File: src/rtl/lig_defines.vh
/*
 Constants for the link interrupt and GPIO control block: register offsets,
 field positions, reset values and mode codes.
 Assumes it is included by bare name from files under rtl/.
*/
// What this block does
// Active-low interrupt output from enabled status bits
// Controller sets enable bits 5 and 0
// Low remote interrupt input pulls output low
// Reading status clears pending, releases output
// Controller reads status after seeing output low
// Remote interrupt re-arms on next falling edge
// Mirror output follows remote interrupt level
// Mirror held high while link is down
// Each link GPIO forward or back channel
// Port select bits steer configuration writes
// Second-port GPIOs need two-lane mode
// GPIO3 mode in low nibble of 0x0F
// GPIO2 mode in high nibble of 0x0E
// GPIO1 mode in low nibble of 0x0E
// GPIO0 mode in low nibble of 0x0D
// Remote deserializer picks back-channel sampling mode
// Samples per frame: 1, 6, 10, 15
// Register-only GPIOs driven or read via registers
// Register GPIO mode overrides shared I2S input
// Register GPIOs reachable locally and remotely
// Register GPIO state never sent over link
// Both selected: read second port, write both
// Synchronise remote interrupt before edge detect
`ifndef LIG_DEFINES_VH
`define LIG_DEFINES_VH

`define LIG_A_GPIO0 8'h0D
`define LIG_A_GPIO12 8'h0E
`define LIG_A_GPIO3 8'h0F
`define LIG_A_RGPIO56 8'h10
`define LIG_A_RGPIO78 8'h11
`define LIG_A_RGPIO_IN 8'h1D
`define LIG_A_PORT_SEL 8'h1E
`define LIG_A_INT_CTL 8'hC6
`define LIG_A_INT_STS 8'hC7

`define LIG_CFG_FWD 4'h3
`define LIG_CFG_BC 4'h5

`define LIG_SEL_P0 0
`define LIG_SEL_P1 1
`define LIG_SEL_RST 8'h01

`define LIG_INT_GLOBAL 0
`define LIG_INT_REMOTE 5
`define LIG_INT_LOC_LO 1
`define LIG_INT_LOC_HI 4

`define LIG_RG_EN 0
`define LIG_RG_IN 1
`define LIG_RG_VAL 3

`define LIG_BC_NORMAL 3'h0
`define LIG_BC_FAST4 3'h3
`define LIG_BC_FAST2 3'h2
`define LIG_BC_FAST1 3'h1
`define LIG_BC_N_NORMAL 4'h1
`define LIG_BC_N_FAST4 4'h6
`define LIG_BC_N_FAST2 4'hA
`define LIG_BC_N_FAST1 4'hF
`define LIG_BC_M_ALL 4'hF
`define LIG_BC_M_TWO 4'h3
`define LIG_BC_M_ONE 4'h1

`endif

File: src/rtl/lig_bc_sampler.v
/*
 Back-channel GPIO sampler for one downstream port: takes link samples,
 limits them per frame by the sampling mode and holds the pin values.
 Assumes frame and sample strobes come from link logic on sys_clk.
*/
`timescale 1ns/1ps
`default_nettype none
`include "lig_defines.vh"
module lig_bc_sampler #(
   parameter WIDTH = 4
) (
   input wire sys_clk,
   input wire rst,
   input wire ce,
   input wire frame_start,
   input wire sample_valid,
   input wire [WIDTH-1:0] sample,
   input wire [2:0] rate_mode,
   output reg [WIDTH-1:0] held_r
);
   reg [3:0] count_r;
   reg [3:0] limit;
   reg [WIDTH-1:0] mask;
   wire [3:0] count_eff;
   wire accept;

   // The mode is set by the remote deserializer; this end only follows it.
   always @* begin
      case (rate_mode)
         `LIG_BC_NORMAL: begin
            limit = `LIG_BC_N_NORMAL;
            mask = `LIG_BC_M_ALL;
         end
         `LIG_BC_FAST4: begin
            limit = `LIG_BC_N_FAST4;
            mask = `LIG_BC_M_ALL;
         end
         `LIG_BC_FAST2: begin
            limit = `LIG_BC_N_FAST2;
            mask = `LIG_BC_M_TWO;
         end
         `LIG_BC_FAST1: begin
            limit = `LIG_BC_N_FAST1;
            mask = `LIG_BC_M_ONE;
         end
         default: begin
            limit = `LIG_BC_N_NORMAL;
            mask = `LIG_BC_M_ALL;
         end
      endcase
   end

   assign count_eff = frame_start ? 4'h0 : count_r;
   assign accept = sample_valid && (count_eff < limit);

   always @(posedge sys_clk) begin
      if (rst) begin
         count_r <= 4'h0;
         held_r <= {WIDTH{1'b0}};
      end else if (ce) begin
         count_r <= accept ? count_eff + 4'h1 : count_eff;
         if (accept) begin
            held_r <= (held_r & ~mask) | (sample & mask);
         end
      end
   end
endmodule // lig_bc_sampler
`default_nettype wire

File: src/rtl/lig_link_int_gpio.v
/*
 Interrupt and GPIO control of the serializer: interrupt output, remote
 interrupt mirror, link GPIO configuration for two ports, register GPIOs.
 Assumes link logic on sys_clk delivers back-channel samples, the remote
 interrupt level and link status; pins arrive asynchronously.
*/
`timescale 1ns/1ps
`default_nettype none
`include "lig_defines.vh"
module lig_link_int_gpio #(
   parameter NGPIO = 4,
   parameter NLOC = 4
) (
   input wire sys_clk,
   input wire rst,
   input wire ce,
   input wire loc_wr,
   input wire loc_rd,
   input wire [7:0] loc_addr,
   input wire [7:0] loc_wdata,
   output reg [7:0] loc_rdata_r,
   output reg loc_rvalid_r,
   input wire rem_wr,
   input wire rem_rd,
   input wire [7:0] rem_addr,
   input wire [7:0] rem_wdata,
   output reg [7:0] rem_rdata_r,
   output reg rem_ack_r,
   input wire link_up,
   input wire two_lane,
   input wire remote_interrupt_in_n,
   input wire [NLOC-1:0] local_int_evt,
   output reg interrupt_out_n,
   output reg remote_interrupt_mirror,
   input wire [2:0] backchannel_gpio_rate_mode,
   input wire bc_frame_start,
   input wire bc_valid_p0,
   input wire [NGPIO-1:0] bc_gpio_p0,
   input wire bc_valid_p1,
   input wire [NGPIO-1:0] bc_gpio_p1,
   output reg [NGPIO-1:0] fwd_gpio_p0_r,
   output reg [NGPIO-1:0] fwd_gpio_p1_r,
   input wire [NGPIO-1:0] gpio_in,
   output reg [NGPIO-1:0] gpio_out_r,
   output reg [NGPIO-1:0] gpio_oe_r,
   input wire [NGPIO-1:0] d_gpio_in,
   output reg [NGPIO-1:0] d_gpio_out_r,
   output reg [NGPIO-1:0] d_gpio_oe_r,
   input wire [3:0] rgpio_in,
   output reg [3:0] rgpio_out_r,
   output reg [3:0] rgpio_oe_r,
   output reg [3:0] i2s_data_r
);
   // Configuration nibble decode shared by both ports and all pins.
   function is_fwd;
      input [3:0] nib;
      begin
         is_fwd = (nib == `LIG_CFG_FWD);
      end
   endfunction

   function is_bc;
      input [3:0] nib;
      begin
         is_bc = (nib == `LIG_CFG_BC);
      end
   endfunction

   reg [7:0] gpio0_config_r [0:1];
   reg [7:0] gpio1_gpio2_config_r [0:1];
   reg [7:0] gpio3_config_r [0:1];
   reg [7:0] link_port_select_r;
   reg [7:0] rgpio56_config_r;
   reg [7:0] rgpio78_config_r;
   reg [7:0] int_ctl_r;
   reg [7:0] int_sts_r;
   reg [1:0] rint_sync_r;
   reg rint_prev_r;
   reg [NGPIO-1:0] gpio_s1_r;
   reg [NGPIO-1:0] gpio_s2_r;
   reg [NGPIO-1:0] dgpio_s1_r;
   reg [NGPIO-1:0] dgpio_s2_r;
   reg [3:0] rgpio_s1_r;
   reg [3:0] rgpio_s2_r;
   reg [7:0] rd_mux;
   reg [7:0] int_sts_nxt;
   reg [15:0] rgpio_cfg;

   wire acc_wr;
   wire acc_rd;
   wire [7:0] acc_addr;
   wire [7:0] acc_wdata;
   wire rem_go;
   wire rd_port;
   wire rint_fall;
   wire [NLOC-1:0] loc_en;
   wire [NGPIO-1:0] bc_held_p0;
   wire [NGPIO-1:0] bc_held_p1;
   wire [NGPIO-1:0] bc_held [0:1];
   wire [NGPIO-1:0] fwd_sel [0:1];
   wire [NGPIO-1:0] bc_sel [0:1];

   // Local access wins a shared cycle; the remote one is acknowledged only
   // when it is actually served, so the remote end retries otherwise.
   assign rem_go = (rem_wr || rem_rd) && !(loc_wr || loc_rd);
   assign acc_wr = loc_wr || (rem_go && rem_wr);
   assign acc_rd = loc_rd || (rem_go && rem_rd);
   assign acc_addr = (loc_wr || loc_rd) ? loc_addr : rem_addr;
   assign acc_wdata = (loc_wr || loc_rd) ? loc_wdata : rem_wdata;

   // With both select bits set the second port is read back.
   assign rd_port = link_port_select_r[`LIG_SEL_P1];

   always @* begin
      rgpio_cfg = {rgpio78_config_r, rgpio56_config_r};
   end

   always @* begin
      case (acc_addr)
         `LIG_A_GPIO0: rd_mux = gpio0_config_r[rd_port];
         `LIG_A_GPIO12: rd_mux = gpio1_gpio2_config_r[rd_port];
         `LIG_A_GPIO3: rd_mux = gpio3_config_r[rd_port];
         `LIG_A_RGPIO56: rd_mux = rgpio56_config_r;
         `LIG_A_RGPIO78: rd_mux = rgpio78_config_r;
         `LIG_A_RGPIO_IN: rd_mux = {4'h0, rgpio_s2_r};
         `LIG_A_PORT_SEL: rd_mux = link_port_select_r;
         `LIG_A_INT_CTL: rd_mux = int_ctl_r;
         `LIG_A_INT_STS: rd_mux = int_sts_r;
         default: rd_mux = 8'h00;
      endcase
   end

   // the remote level passes two flops before the edge detector.
   assign rint_fall = rint_prev_r && !rint_sync_r[1];
   assign loc_en = int_ctl_r[`LIG_INT_LOC_HI:`LIG_INT_LOC_LO];

   // Events set status bits; a set in the cycle of the clearing read wins.
   always @* begin
      int_sts_nxt = int_sts_r;
      if (acc_rd && (acc_addr == `LIG_A_INT_STS)) begin
         int_sts_nxt = 8'h00;
      end
      if (rint_fall && int_ctl_r[`LIG_INT_REMOTE]) begin
         int_sts_nxt[`LIG_INT_REMOTE] = 1'b1;
      end
      int_sts_nxt[`LIG_INT_LOC_HI:`LIG_INT_LOC_LO] =
         int_sts_nxt[`LIG_INT_LOC_HI:`LIG_INT_LOC_LO] |
         (local_int_evt & loc_en);
      int_sts_nxt[`LIG_INT_GLOBAL] =
         |int_sts_nxt[`LIG_INT_REMOTE:`LIG_INT_LOC_LO];
   end

   always @(posedge sys_clk) begin
      if (rst) begin
         rint_sync_r <= 2'b11;
         rint_prev_r <= 1'b1;
         gpio_s1_r <= {NGPIO{1'b0}};
         gpio_s2_r <= {NGPIO{1'b0}};
         dgpio_s1_r <= {NGPIO{1'b0}};
         dgpio_s2_r <= {NGPIO{1'b0}};
         rgpio_s1_r <= 4'h0;
         rgpio_s2_r <= 4'h0;
      end else if (ce) begin
         rint_sync_r <= {rint_sync_r[0], remote_interrupt_in_n};
         rint_prev_r <= rint_sync_r[1];
         gpio_s1_r <= gpio_in;
         gpio_s2_r <= gpio_s1_r;
         dgpio_s1_r <= d_gpio_in;
         dgpio_s2_r <= dgpio_s1_r;
         rgpio_s1_r <= rgpio_in;
         rgpio_s2_r <= rgpio_s1_r;
      end
   end

   // Register file: duplicated link GPIO banks and shared registers.
   genvar p;
   generate
      for (p = 0; p < 2; p = p + 1) begin : g_bank
         always @(posedge sys_clk) begin
            if (rst) begin
               gpio0_config_r[p] <= 8'h00;
               gpio1_gpio2_config_r[p] <= 8'h00;
               gpio3_config_r[p] <= 8'h00;
            end else if (ce && acc_wr && link_port_select_r[p]) begin
               if (acc_addr == `LIG_A_GPIO0) begin
                  gpio0_config_r[p] <= acc_wdata;
               end
               if (acc_addr == `LIG_A_GPIO12) begin
                  gpio1_gpio2_config_r[p] <= acc_wdata;
               end
               if (acc_addr == `LIG_A_GPIO3) begin
                  gpio3_config_r[p] <= acc_wdata;
               end
            end
         end
         assign fwd_sel[p] = {is_fwd(gpio3_config_r[p][3:0]),
            is_fwd(gpio1_gpio2_config_r[p][7:4]),
            is_fwd(gpio1_gpio2_config_r[p][3:0]),
            is_fwd(gpio0_config_r[p][3:0])};
         assign bc_sel[p] = {is_bc(gpio3_config_r[p][3:0]),
            is_bc(gpio1_gpio2_config_r[p][7:4]),
            is_bc(gpio1_gpio2_config_r[p][3:0]),
            is_bc(gpio0_config_r[p][3:0])};
      end
   endgenerate

   always @(posedge sys_clk) begin
      if (rst) begin
         link_port_select_r <= `LIG_SEL_RST;
         rgpio56_config_r <= 8'h00;
         rgpio78_config_r <= 8'h00;
         int_ctl_r <= 8'h00;
         int_sts_r <= 8'h00;
         loc_rdata_r <= 8'h00;
         loc_rvalid_r <= 1'b0;
         rem_rdata_r <= 8'h00;
         rem_ack_r <= 1'b0;
      end else if (ce) begin
         int_sts_r <= int_sts_nxt;
         loc_rvalid_r <= loc_rd;
         rem_ack_r <= rem_go;
         if (loc_rd) begin
            loc_rdata_r <= rd_mux;
         end
         if (rem_go && rem_rd) begin
            rem_rdata_r <= rd_mux;
         end
         if (acc_wr) begin
            case (acc_addr)
               `LIG_A_PORT_SEL: link_port_select_r <= acc_wdata;
               `LIG_A_RGPIO56: rgpio56_config_r <= acc_wdata;
               `LIG_A_RGPIO78: rgpio78_config_r <= acc_wdata;
               `LIG_A_INT_CTL: int_ctl_r <= acc_wdata;
               default: ;
            endcase
         end
      end
   end

   // Back-channel samples for each port, held between updates.
   lig_bc_sampler #(.WIDTH(NGPIO)) u_bc_p0 (
      .sys_clk(sys_clk),
      .rst(rst),
      .ce(ce),
      .frame_start(bc_frame_start),
      .sample_valid(bc_valid_p0),
      .sample(bc_gpio_p0),
      .rate_mode(backchannel_gpio_rate_mode),
      .held_r(bc_held_p0)
   );

   lig_bc_sampler #(.WIDTH(NGPIO)) u_bc_p1 (
      .sys_clk(sys_clk),
      .rst(rst),
      .ce(ce),
      .frame_start(bc_frame_start),
      .sample_valid(bc_valid_p1 && two_lane),
      .sample(bc_gpio_p1),
      .rate_mode(backchannel_gpio_rate_mode),
      .held_r(bc_held_p1)
   );

   assign bc_held[0] = bc_held_p0;
   assign bc_held[1] = bc_held_p1;

   // Pin and link outputs, all registered.
   always @(posedge sys_clk) begin
      if (rst) begin
         interrupt_out_n <= 1'b1;
         remote_interrupt_mirror <= 1'b1;
         fwd_gpio_p0_r <= {NGPIO{1'b0}};
         fwd_gpio_p1_r <= {NGPIO{1'b0}};
         gpio_out_r <= {NGPIO{1'b0}};
         gpio_oe_r <= {NGPIO{1'b0}};
         d_gpio_out_r <= {NGPIO{1'b0}};
         d_gpio_oe_r <= {NGPIO{1'b0}};
      end else if (ce) begin
         interrupt_out_n <= !(int_ctl_r[`LIG_INT_GLOBAL] &&
            int_sts_nxt[`LIG_INT_GLOBAL]);
         remote_interrupt_mirror <= link_up ? rint_sync_r[1] : 1'b1;
         fwd_gpio_p0_r <= gpio_s2_r & fwd_sel[0];
         fwd_gpio_p1_r <= two_lane ? (dgpio_s2_r & fwd_sel[1]) :
            {NGPIO{1'b0}};
         gpio_out_r <= bc_held[0] & bc_sel[0];
         gpio_oe_r <= bc_sel[0];
         d_gpio_out_r <= bc_held[1] & bc_sel[1];
         d_gpio_oe_r <= two_lane ? bc_sel[1] : {NGPIO{1'b0}};
      end
   end

   // Register GPIOs: local pins set by local or remote writes, nothing of them goes onto the link.
   genvar g;
   generate
      for (g = 0; g < 4; g = g + 1) begin : g_rgpio
         wire en = rgpio_cfg[4*g + `LIG_RG_EN];
         wire dir_in = rgpio_cfg[4*g + `LIG_RG_IN];
         wire val = rgpio_cfg[4*g + `LIG_RG_VAL];
         always @(posedge sys_clk) begin
            if (rst) begin
               rgpio_out_r[g] <= 1'b0;
               rgpio_oe_r[g] <= 1'b0;
               i2s_data_r[g] <= 1'b0;
            end else if (ce) begin
               rgpio_out_r[g] <= en && !dir_in && val;
               rgpio_oe_r[g] <= en && !dir_in;
               i2s_data_r[g] <= en ? 1'b0 : rgpio_s2_r[g];
            end
         end
      end
   endgenerate
endmodule // lig_link_int_gpio
`default_nettype wire

File: config.mk
export PLATFORM = sky130hd
export DESIGN_NAME = lig_link_int_gpio
export DESIGN_NICKNAME = d
export VERILOG_FILES = /design/src/rtl/lig_bc_sampler.v /design/src/rtl/lig_link_int_gpio.v
export VERILOG_INCLUDE_DIRS = /design/src /design/src/rtl
export SDC_FILE = /design/constraint.sdc
export NUM_CORES = 1
export LEC_CHECK = 0
export ABC_AREA = 1
export BUFFER_PORTS_ARGS = -buffer_cell sky130_fd_sc_hd__buf_2
export CAP_MARGIN = 20
export CORE_MARGIN = 2
export CORE_UTILIZATION = 39
export DETAILED_ROUTE_END_ITERATION = 10
export PLACE_DENSITY = 0.61
export SYNTH_ARGS = -nofsm -noshare
export SYNTH_HDL_FRONTEND = slang
export SYNTH_SLANG_ARGS = --single-unit
File: constraint.sdc
create_clock -name sys_clk -period 2.6 [get_ports sys_clk]
set_clock_uncertainty 0.05 [all_clocks]
set_input_delay 0.52 -clock sys_clk [delete_from_list [all_inputs] [get_ports sys_clk]]
set_output_delay 0.52 -clock sys_clk [all_outputs]
set_load 0.05 [all_outputs]
[Yosys cells after proc, flatten, opt, wreduce, memory -nomap -nowiden]
Memories as Yosys holds them, arrays and structs flattened. A register that Yosys moved wholly into a read port is not among the register bits.
Cells that the tools add are included.
Word-level totals
  flip-flop bits (word level): 137
  RAM bits: 48
  input bits: 72
  output and inout bits: 56
  word-level logic and storage cells: 189
  memories kept: 3
Memory list
  gpio0_config_r: words 2, width 8, rd ports 3, clocked after memory_dff 1, wr ports 2, line lig_link_int_gpio.v:69  | reg [7:0] gpio0_config_r [0:1];
  gpio1_gpio2_config_r: words 2, width 8, rd ports 3, clocked after memory_dff 1, wr ports 2, line lig_link_int_gpio.v:70  | reg [7:0] gpio1_gpio2_config_r [0:1];
  gpio3_config_r: words 2, width 8, rd ports 3, clocked after memory_dff 1, wr ports 2, line lig_link_int_gpio.v:71  | reg [7:0] gpio3_config_r [0:1];
Operators by class
  $add $sub $neg: 2
  magnitude comparators: 2
  equality and inequality tests: 28
  mux-type cells: 53
  bitwise gates (word level): 19
  reductions and logical operators: 41
Operators with widths (number)
  8-bit case mux with 9 select lines: 1
  8-bit 2-to-1 mux: 8
  4-bit bitwise AND: 9
  1-bit 2-to-1 mux: 35
  4-bit by 2-bit == test with 1-bit output, second input constant: 8
  4-bit by 3-bit == test with 1-bit output, second input constant: 8
  8-bit by 5-bit == test with 1-bit output, second input constant: 4
  8-bit by 4-bit == test with 1-bit output, second input constant: 3
  4-bit 2-to-1 mux: 6
  1-bit logical AND: 21
  8-bit == test, second input constant: 2
  4-bit bitwise OR: 3
  4-bit case mux with 3 select lines: 1
  3-bit AND reduction: 4
  4-bit by 1-bit adder with 4-bit output, second input constant: 2
  4-bit less-than comparator: 2
  4-bit case mux with 2 select lines: 1
  2-bit AND reduction: 4
  1-bit zero test: 7
  3-bit by 2-bit == test with 1-bit output, second input constant: 2
  6-bit 2-to-1 mux: 1
  1-bit bitwise OR: 6
  5-bit OR reduction: 1
  1-bit logical OR: 4
  2 further kinds: 2

[Depth between registers and ports, before layout]
  depth in word-level cells: 11
  depth in mapped cells: 15
  mapped depth without buffers: 15

[Cells and area by module]
From an unflattened synthesis, not the netlist that was laid out.
Unflattened totals
  cell total of the unflattened synthesis: 1140
  area, all modules: 8628.3 um2
Modules (own cells, without submodules)
  lig_link_int_gpio: times used 1, cells each 972, area an instance 7453.4 um2, seq. area each 3883.7 um2
  lig_bc_sampler at u_bc_p1: times used 1, cells each 84, area an instance 589.3 um2, seq. area each 160.2 um2
  lig_bc_sampler at u_bc_p0: times used 1, cells each 84, area an instance 585.6 um2, seq. area each 160.2 um2

[Worst setup path before layout]
No wires, ideal clock.
  path type: input port to flip-flop
  from: input backchannel_gpio_rate_mode[2]
  to: register u_bc_p1.count_r[2]
  library setup time: 0.121 ns
  data arrival time: 2.414 ns
  required time: 2.429 ns
  slack: 0.015 ns
  stages on the path: 14
  buffers on the path: 0
  cell sequence: inv_1 nand2_1 or2_2 o21ai_0 inv_1 ha_1 nand2_1 nand2_1 nor3b_1 nand2_1 nor2_1 inv_1 nor4_1 nor2_1
Between the ends
  cells in the longest elaborated chain, start to end: 5
  elaborated cells between the ends (all ways): 7
  those cells by class: order compare: 1; eq/ne: 3; mux: 2; reduce/logical: 1
Ends and longest elaborated chain
  from (decl): line lig_link_int_gpio.v:35  | input wire [2:0] backchannel_gpio_rate_mode,
  3-bit by 1-bit == test with 1-bit output / 3-bit by 2-bit == test with 1-bit output (equally long branches): line lig_bc_sampler.v:29  | case (rate_mode)
  4-bit case mux with 3 select lines (*): line lig_bc_sampler.v:29
  4-bit less-than comparator (*): line lig_bc_sampler.v:54  | assign accept = sample_valid && (count_eff < limit);
  1-bit logical AND (*): line lig_bc_sampler.v:54
  4-bit 2-to-1 mux (*): line lig_bc_sampler.v:61  | count_r <= accept ? count_eff + 4'h1 : count_eff;
  to (signal assigned): line lig_bc_sampler.v:61
  to (decl): line lig_bc_sampler.v:21  | reg [3:0] count_r;
Every way passes the cells marked *; elsewhere a longest branch is shown, timed or not.
A chain may end at the register's enable or synchronous reset.

==> impl_metrics.json <==
{
  "status": "completed",
  "fin_total_pwr_mw": 6.20,
  "period_needed_ns": 2.16,
  "core_sq_um": 21000,
  "overflow": 0,
  "tritoncts": "built",
  "end_kind": "flip-flop",
  "syn_avg_cell_area_sq_um": 7.59,
  "cts_setup_buffers": 0,
  "seq_area_sq_um": 4200,
  "max-clock-path-buffers": 2,
  "synth_top_family_by_area": "simple AND/OR/NAND/NOR gates",
  "final_max_slew_viol_count": 0,
  "cts_made_buffers": 17,
  "post_synth_mux_area_share": 0,
  "worstPathArrival_ns": 2.41,
  "finalWeightedCongestion": 0.907,
  "finalCoreUtilization": 0.478,
  "first_pass_iters": 5,
  "final_hold_viol_count": 0,
  "worstMarginPinSlew_ns": 0.862,
  "clock-root-buffer": "sky130_fd_sc_hd__clkbuf_16",
  "first_pass_grt_wire_length_mm": 37.0,
  "drc": 0,
  "num_antenna_cells": 0,
  "hold_path_depth": 2,
  "seq_area_frac_synth": 0.505,
  "number_of_flops_mapped_to_enable_cells_by_yosys": 48,
  "insertion_delay_ns": 0.44,
  "drt-wirelength-per-cell_um": 15.4,
  "placed_cell_area_sq_um": 9450,
  "cts.sinks": 186,
  "hpwlAfterDp_mm": 17.3,
  "p_per_area_nw_per_um2": 619,
  "boundaryPins": 128,
  "worst_ep_required_time_ns": 2.84,
  "synth_xor_xnor_area_share": 0,
  "pre_cts_slack_ns": 0.0121,
  "floorplan.die.height_um": 150,
  "buffer_ports.inserted": 127,
  "ir_worst_vdd_mv": 0.309,
  "synth.distinct_cells": 35,
  "synth_cells": 1097,
  "fp-row-count": 53,
  "post_route_cells_drive_above_1_share": 0.193,
  "worstPathMaxFanout": 6,
  "avgViaCountPerCell": 5.03,
  "synth_flop_cell": "sky130_fd_sc_hd__dfxtp_1",
  "worst_slew_margin_relative_to_its_limit": 0.423,
  "drtAntennaViolNets": 0,
  "synth_nets": 1177,
  "synth_adder_area_share": 0.0120,
  "post_synth_instance_area_sq_um": 8330,
  "clock.fmax_ghz": 0.462,
  "synth_seq_cells": 186,
  "synthArstFlopShare": 0,
  "groute.usage.overall": 0.214,
  "nFillCells": 2142,
  "unrepaired_setup_endpoints_after_global_routing": "false",
  "postLayoutCellArea_sq_um": 10000,
  "vias": 7696,
  "cts.htree.levels": 4,
  "multiInputGateArea_sq_um": 3530,
  "worst-r2r-cell-count": 11,
  "cts.repair.resized": 0,
  "setup_viol": 0,
  "hold_path_class": "input port to flip-flop",
  "post-route-worst-setup-slack_ns": 0.438,
  "routed_wirelength_mm": 23.5,
  "synth-simple-area-share": 0.261,
  "cp-start-kind": "input port",
  "post-route-period-util": 0.832,
  "detailedRoute.firstIterationViolations": 610,
  "path_clk_slew_ns": 0.07,
  "floorplan.initialDensity": 0.397,
  "worst_setup_path_category": "input port to flip-flop",
  "power.static_leakage_nw": 4.34,
  "synth_compound_area_frac": 0.150,
  "ctsHoldBuffers": 0,
  "area_growth_pct": 20.2,
  "layout.nets": 1322,
  "die_width_um": 150,
  "maximum_number_of_pins_on_one_net_before_global_route_repair": 76,
  "drv.max_cap_violation_count": 0,
  "die_area_sq_um": 22500,
  "yosys_warning_count": 0,
  "first_global_vias": 7047,
  "grt_antenna_before_repair": 0
}
final timing paths:
check                                        from                                   end  slack [ns]
setup / recovery    backchannel_gpio_rate_mode[2]                             flip-flop        0.44
setup reg to reg  u_bc_p1.count_r[1]$_SDFFE_PP0P_                             flip-flop        0.74
hold reg to reg         int_ctl_r[6]$_SDFFE_PP0P_             int_ctl_r[6]$_SDFFE_PP0P_        0.40
hold / removal                            link_up  remote_interrupt_mirror$_SDFFE_PP1P_        0.23
cell families (layout without fill, tap and decap cells):
| family | count (synthesis) | count (layout) |
|---|---|---|
| buffers and inverters | 150 | 308 |
| DFF | 186 | 186 |
| AOI/OAI and AO/OA | 238 | 238 |
| adders and majority gates | 8 | 8 |
| and+or+nand+nor | 515 | 515 |
per-layer routing:
layer	GRT usage	share of wire
met2	0.318	0.43
met1	0.308	0.49
met4	0.0807	0.025
met3	0.0388	0.058
met5	0	0
cells in the mapped netlist (2+ instances only):
master / n / area [sq um]
sky130_fd_sc_hd__nand2_1: 230 / 863
sky130_fd_sc_hd__nor2_1: 171 / 642
sky130_fd_sc_hd__dfxtp_1: 138 / 2760
sky130_fd_sc_hd__o21ai_0: 112 / 561
sky130_fd_sc_hd__inv_1: 97 / 364
sky130_fd_sc_hd__a21oi_1: 91 / 455
sky130_fd_sc_hd__edfxtp_1: 48 / 1440
sky130_fd_sc_hd__nand3_1: 42 / 210
sky130_fd_sc_hd__clkbuf_1: 35 / 131
sky130_fd_sc_hd__nor3_1: 22 / 110
sky130_fd_sc_hd__o21ai_1: 12 / 60.1
sky130_fd_sc_hd__nand4_1: 10 / 62.6
sky130_fd_sc_hd__or2_2: 10 / 62.6
sky130_fd_sc_hd__nand2_2: 9 / 56.3
sky130_fd_sc_hd__ha_1: 8 / 100
sky130_fd_sc_hd__o211ai_1: 8 / 60.1
sky130_fd_sc_hd__nand3b_1: 6 / 45.0
sky130_fd_sc_hd__o22ai_1: 6 / 37.5
sky130_fd_sc_hd__buf_2: 5 / 25.0
sky130_fd_sc_hd__inv_2: 5 / 18.8
sky130_fd_sc_hd__nor2_2: 5 / 31.3
sky130_fd_sc_hd__o21a_1: 4 / 30.0
sky130_fd_sc_hd__a2bb2oi_1: 3 / 26.3
sky130_fd_sc_hd__buf_4: 3 / 22.5
sky130_fd_sc_hd__nor2_4: 3 / 33.8
sky130_fd_sc_hd__buf_1: 2 / 7.51
sky130_fd_sc_hd__buf_6: 2 / 22.5
sky130_fd_sc_hd__nand3_2: 2 / 20.0
sky130_fd_sc_hd__nor3b_1: 2 / 15.0
sequential cells by signal (all words and copies together), names as in the netlist, 6 cells and up, named ones only:
signal and count:
gpio0_config_r 16, gpio1_gpio2_config_r 16, gpio3_config_r 16, int_ctl_r 8, link_port_select_r 8, loc_rdata_r 8
rem_rdata_r 8, rgpio56_config_r 8, rgpio78_config_r 8, int_sts_r 6
layout by cell type, fill, tap and decap left out, drive strengths merged:
cell type,count
o21a,4
nand4,10
nand3,44
dfxtp,138
or2,10
clkinvlp,4
nor3,23
and2,1
nand3b,6
edfxtp,48
ha,8
a2bb2oi,3
a21oi,91
o21ai,125
inv,107
clkbuf,21
nor2,179
nand2,239
o211ai,9
nor4,1
nor3b,2
o22ai,6
clkinv,3
buf,173
layout make-up:
| cell class | instances | area share |
|---|---|---|
| clock inverters | 11 | 0.00837 |
| repair buffers | 173 | 0.0993 |
| inverters | 103 | 0.0386 |
| flip-flops and latches | 186 | 0.420 |
| well taps | 275 | 0.0344 |
| clock buffers | 21 | 0.0471 |
| multi-input cells | 761 | 0.352 |
worst max-delay path, stage by stage:
cell                      delay [ns]
sky130_fd_sc_hd__buf_2          0.09
sky130_fd_sc_hd__inv_1          0.06
sky130_fd_sc_hd__nand2_1        0.06
sky130_fd_sc_hd__or2_2          0.28
sky130_fd_sc_hd__o21ai_0        0.08
sky130_fd_sc_hd__inv_1          0.10
sky130_fd_sc_hd__ha_1           0.30
sky130_fd_sc_hd__nand2_1        0.06
sky130_fd_sc_hd__nand2_1        0.05
sky130_fd_sc_hd__nor3b_1        0.18
sky130_fd_sc_hd__nand2_1        0.09
sky130_fd_sc_hd__nor2_1         0.18
sky130_fd_sc_hd__buf_4          0.17
sky130_fd_sc_hd__nand2_1        0.06
sky130_fd_sc_hd__nand2_1        0.06
sky130_fd_sc_hd__a21oi_1        0.06
power by group:
group | internal (mW) | switching, mW
registers | 3.06 | 0.0538
clock network | 1.32 | 1.13
logic | 0.205 | 0.432
stage by stage:
stage | TNS [ns] | instances | hold slack, ns
global route | 0 | 1530 | 0.233
global placement | -0.00497 | 1498 | 0.383
floorplan | 0 | 1097 | 0.375
finish | 0 | 1530 | 0.233
CTS | 0 | 1530 | 0.214
detailed placement | 0 | 1498 | 0.388
Power figures use the tool's default switching activity.
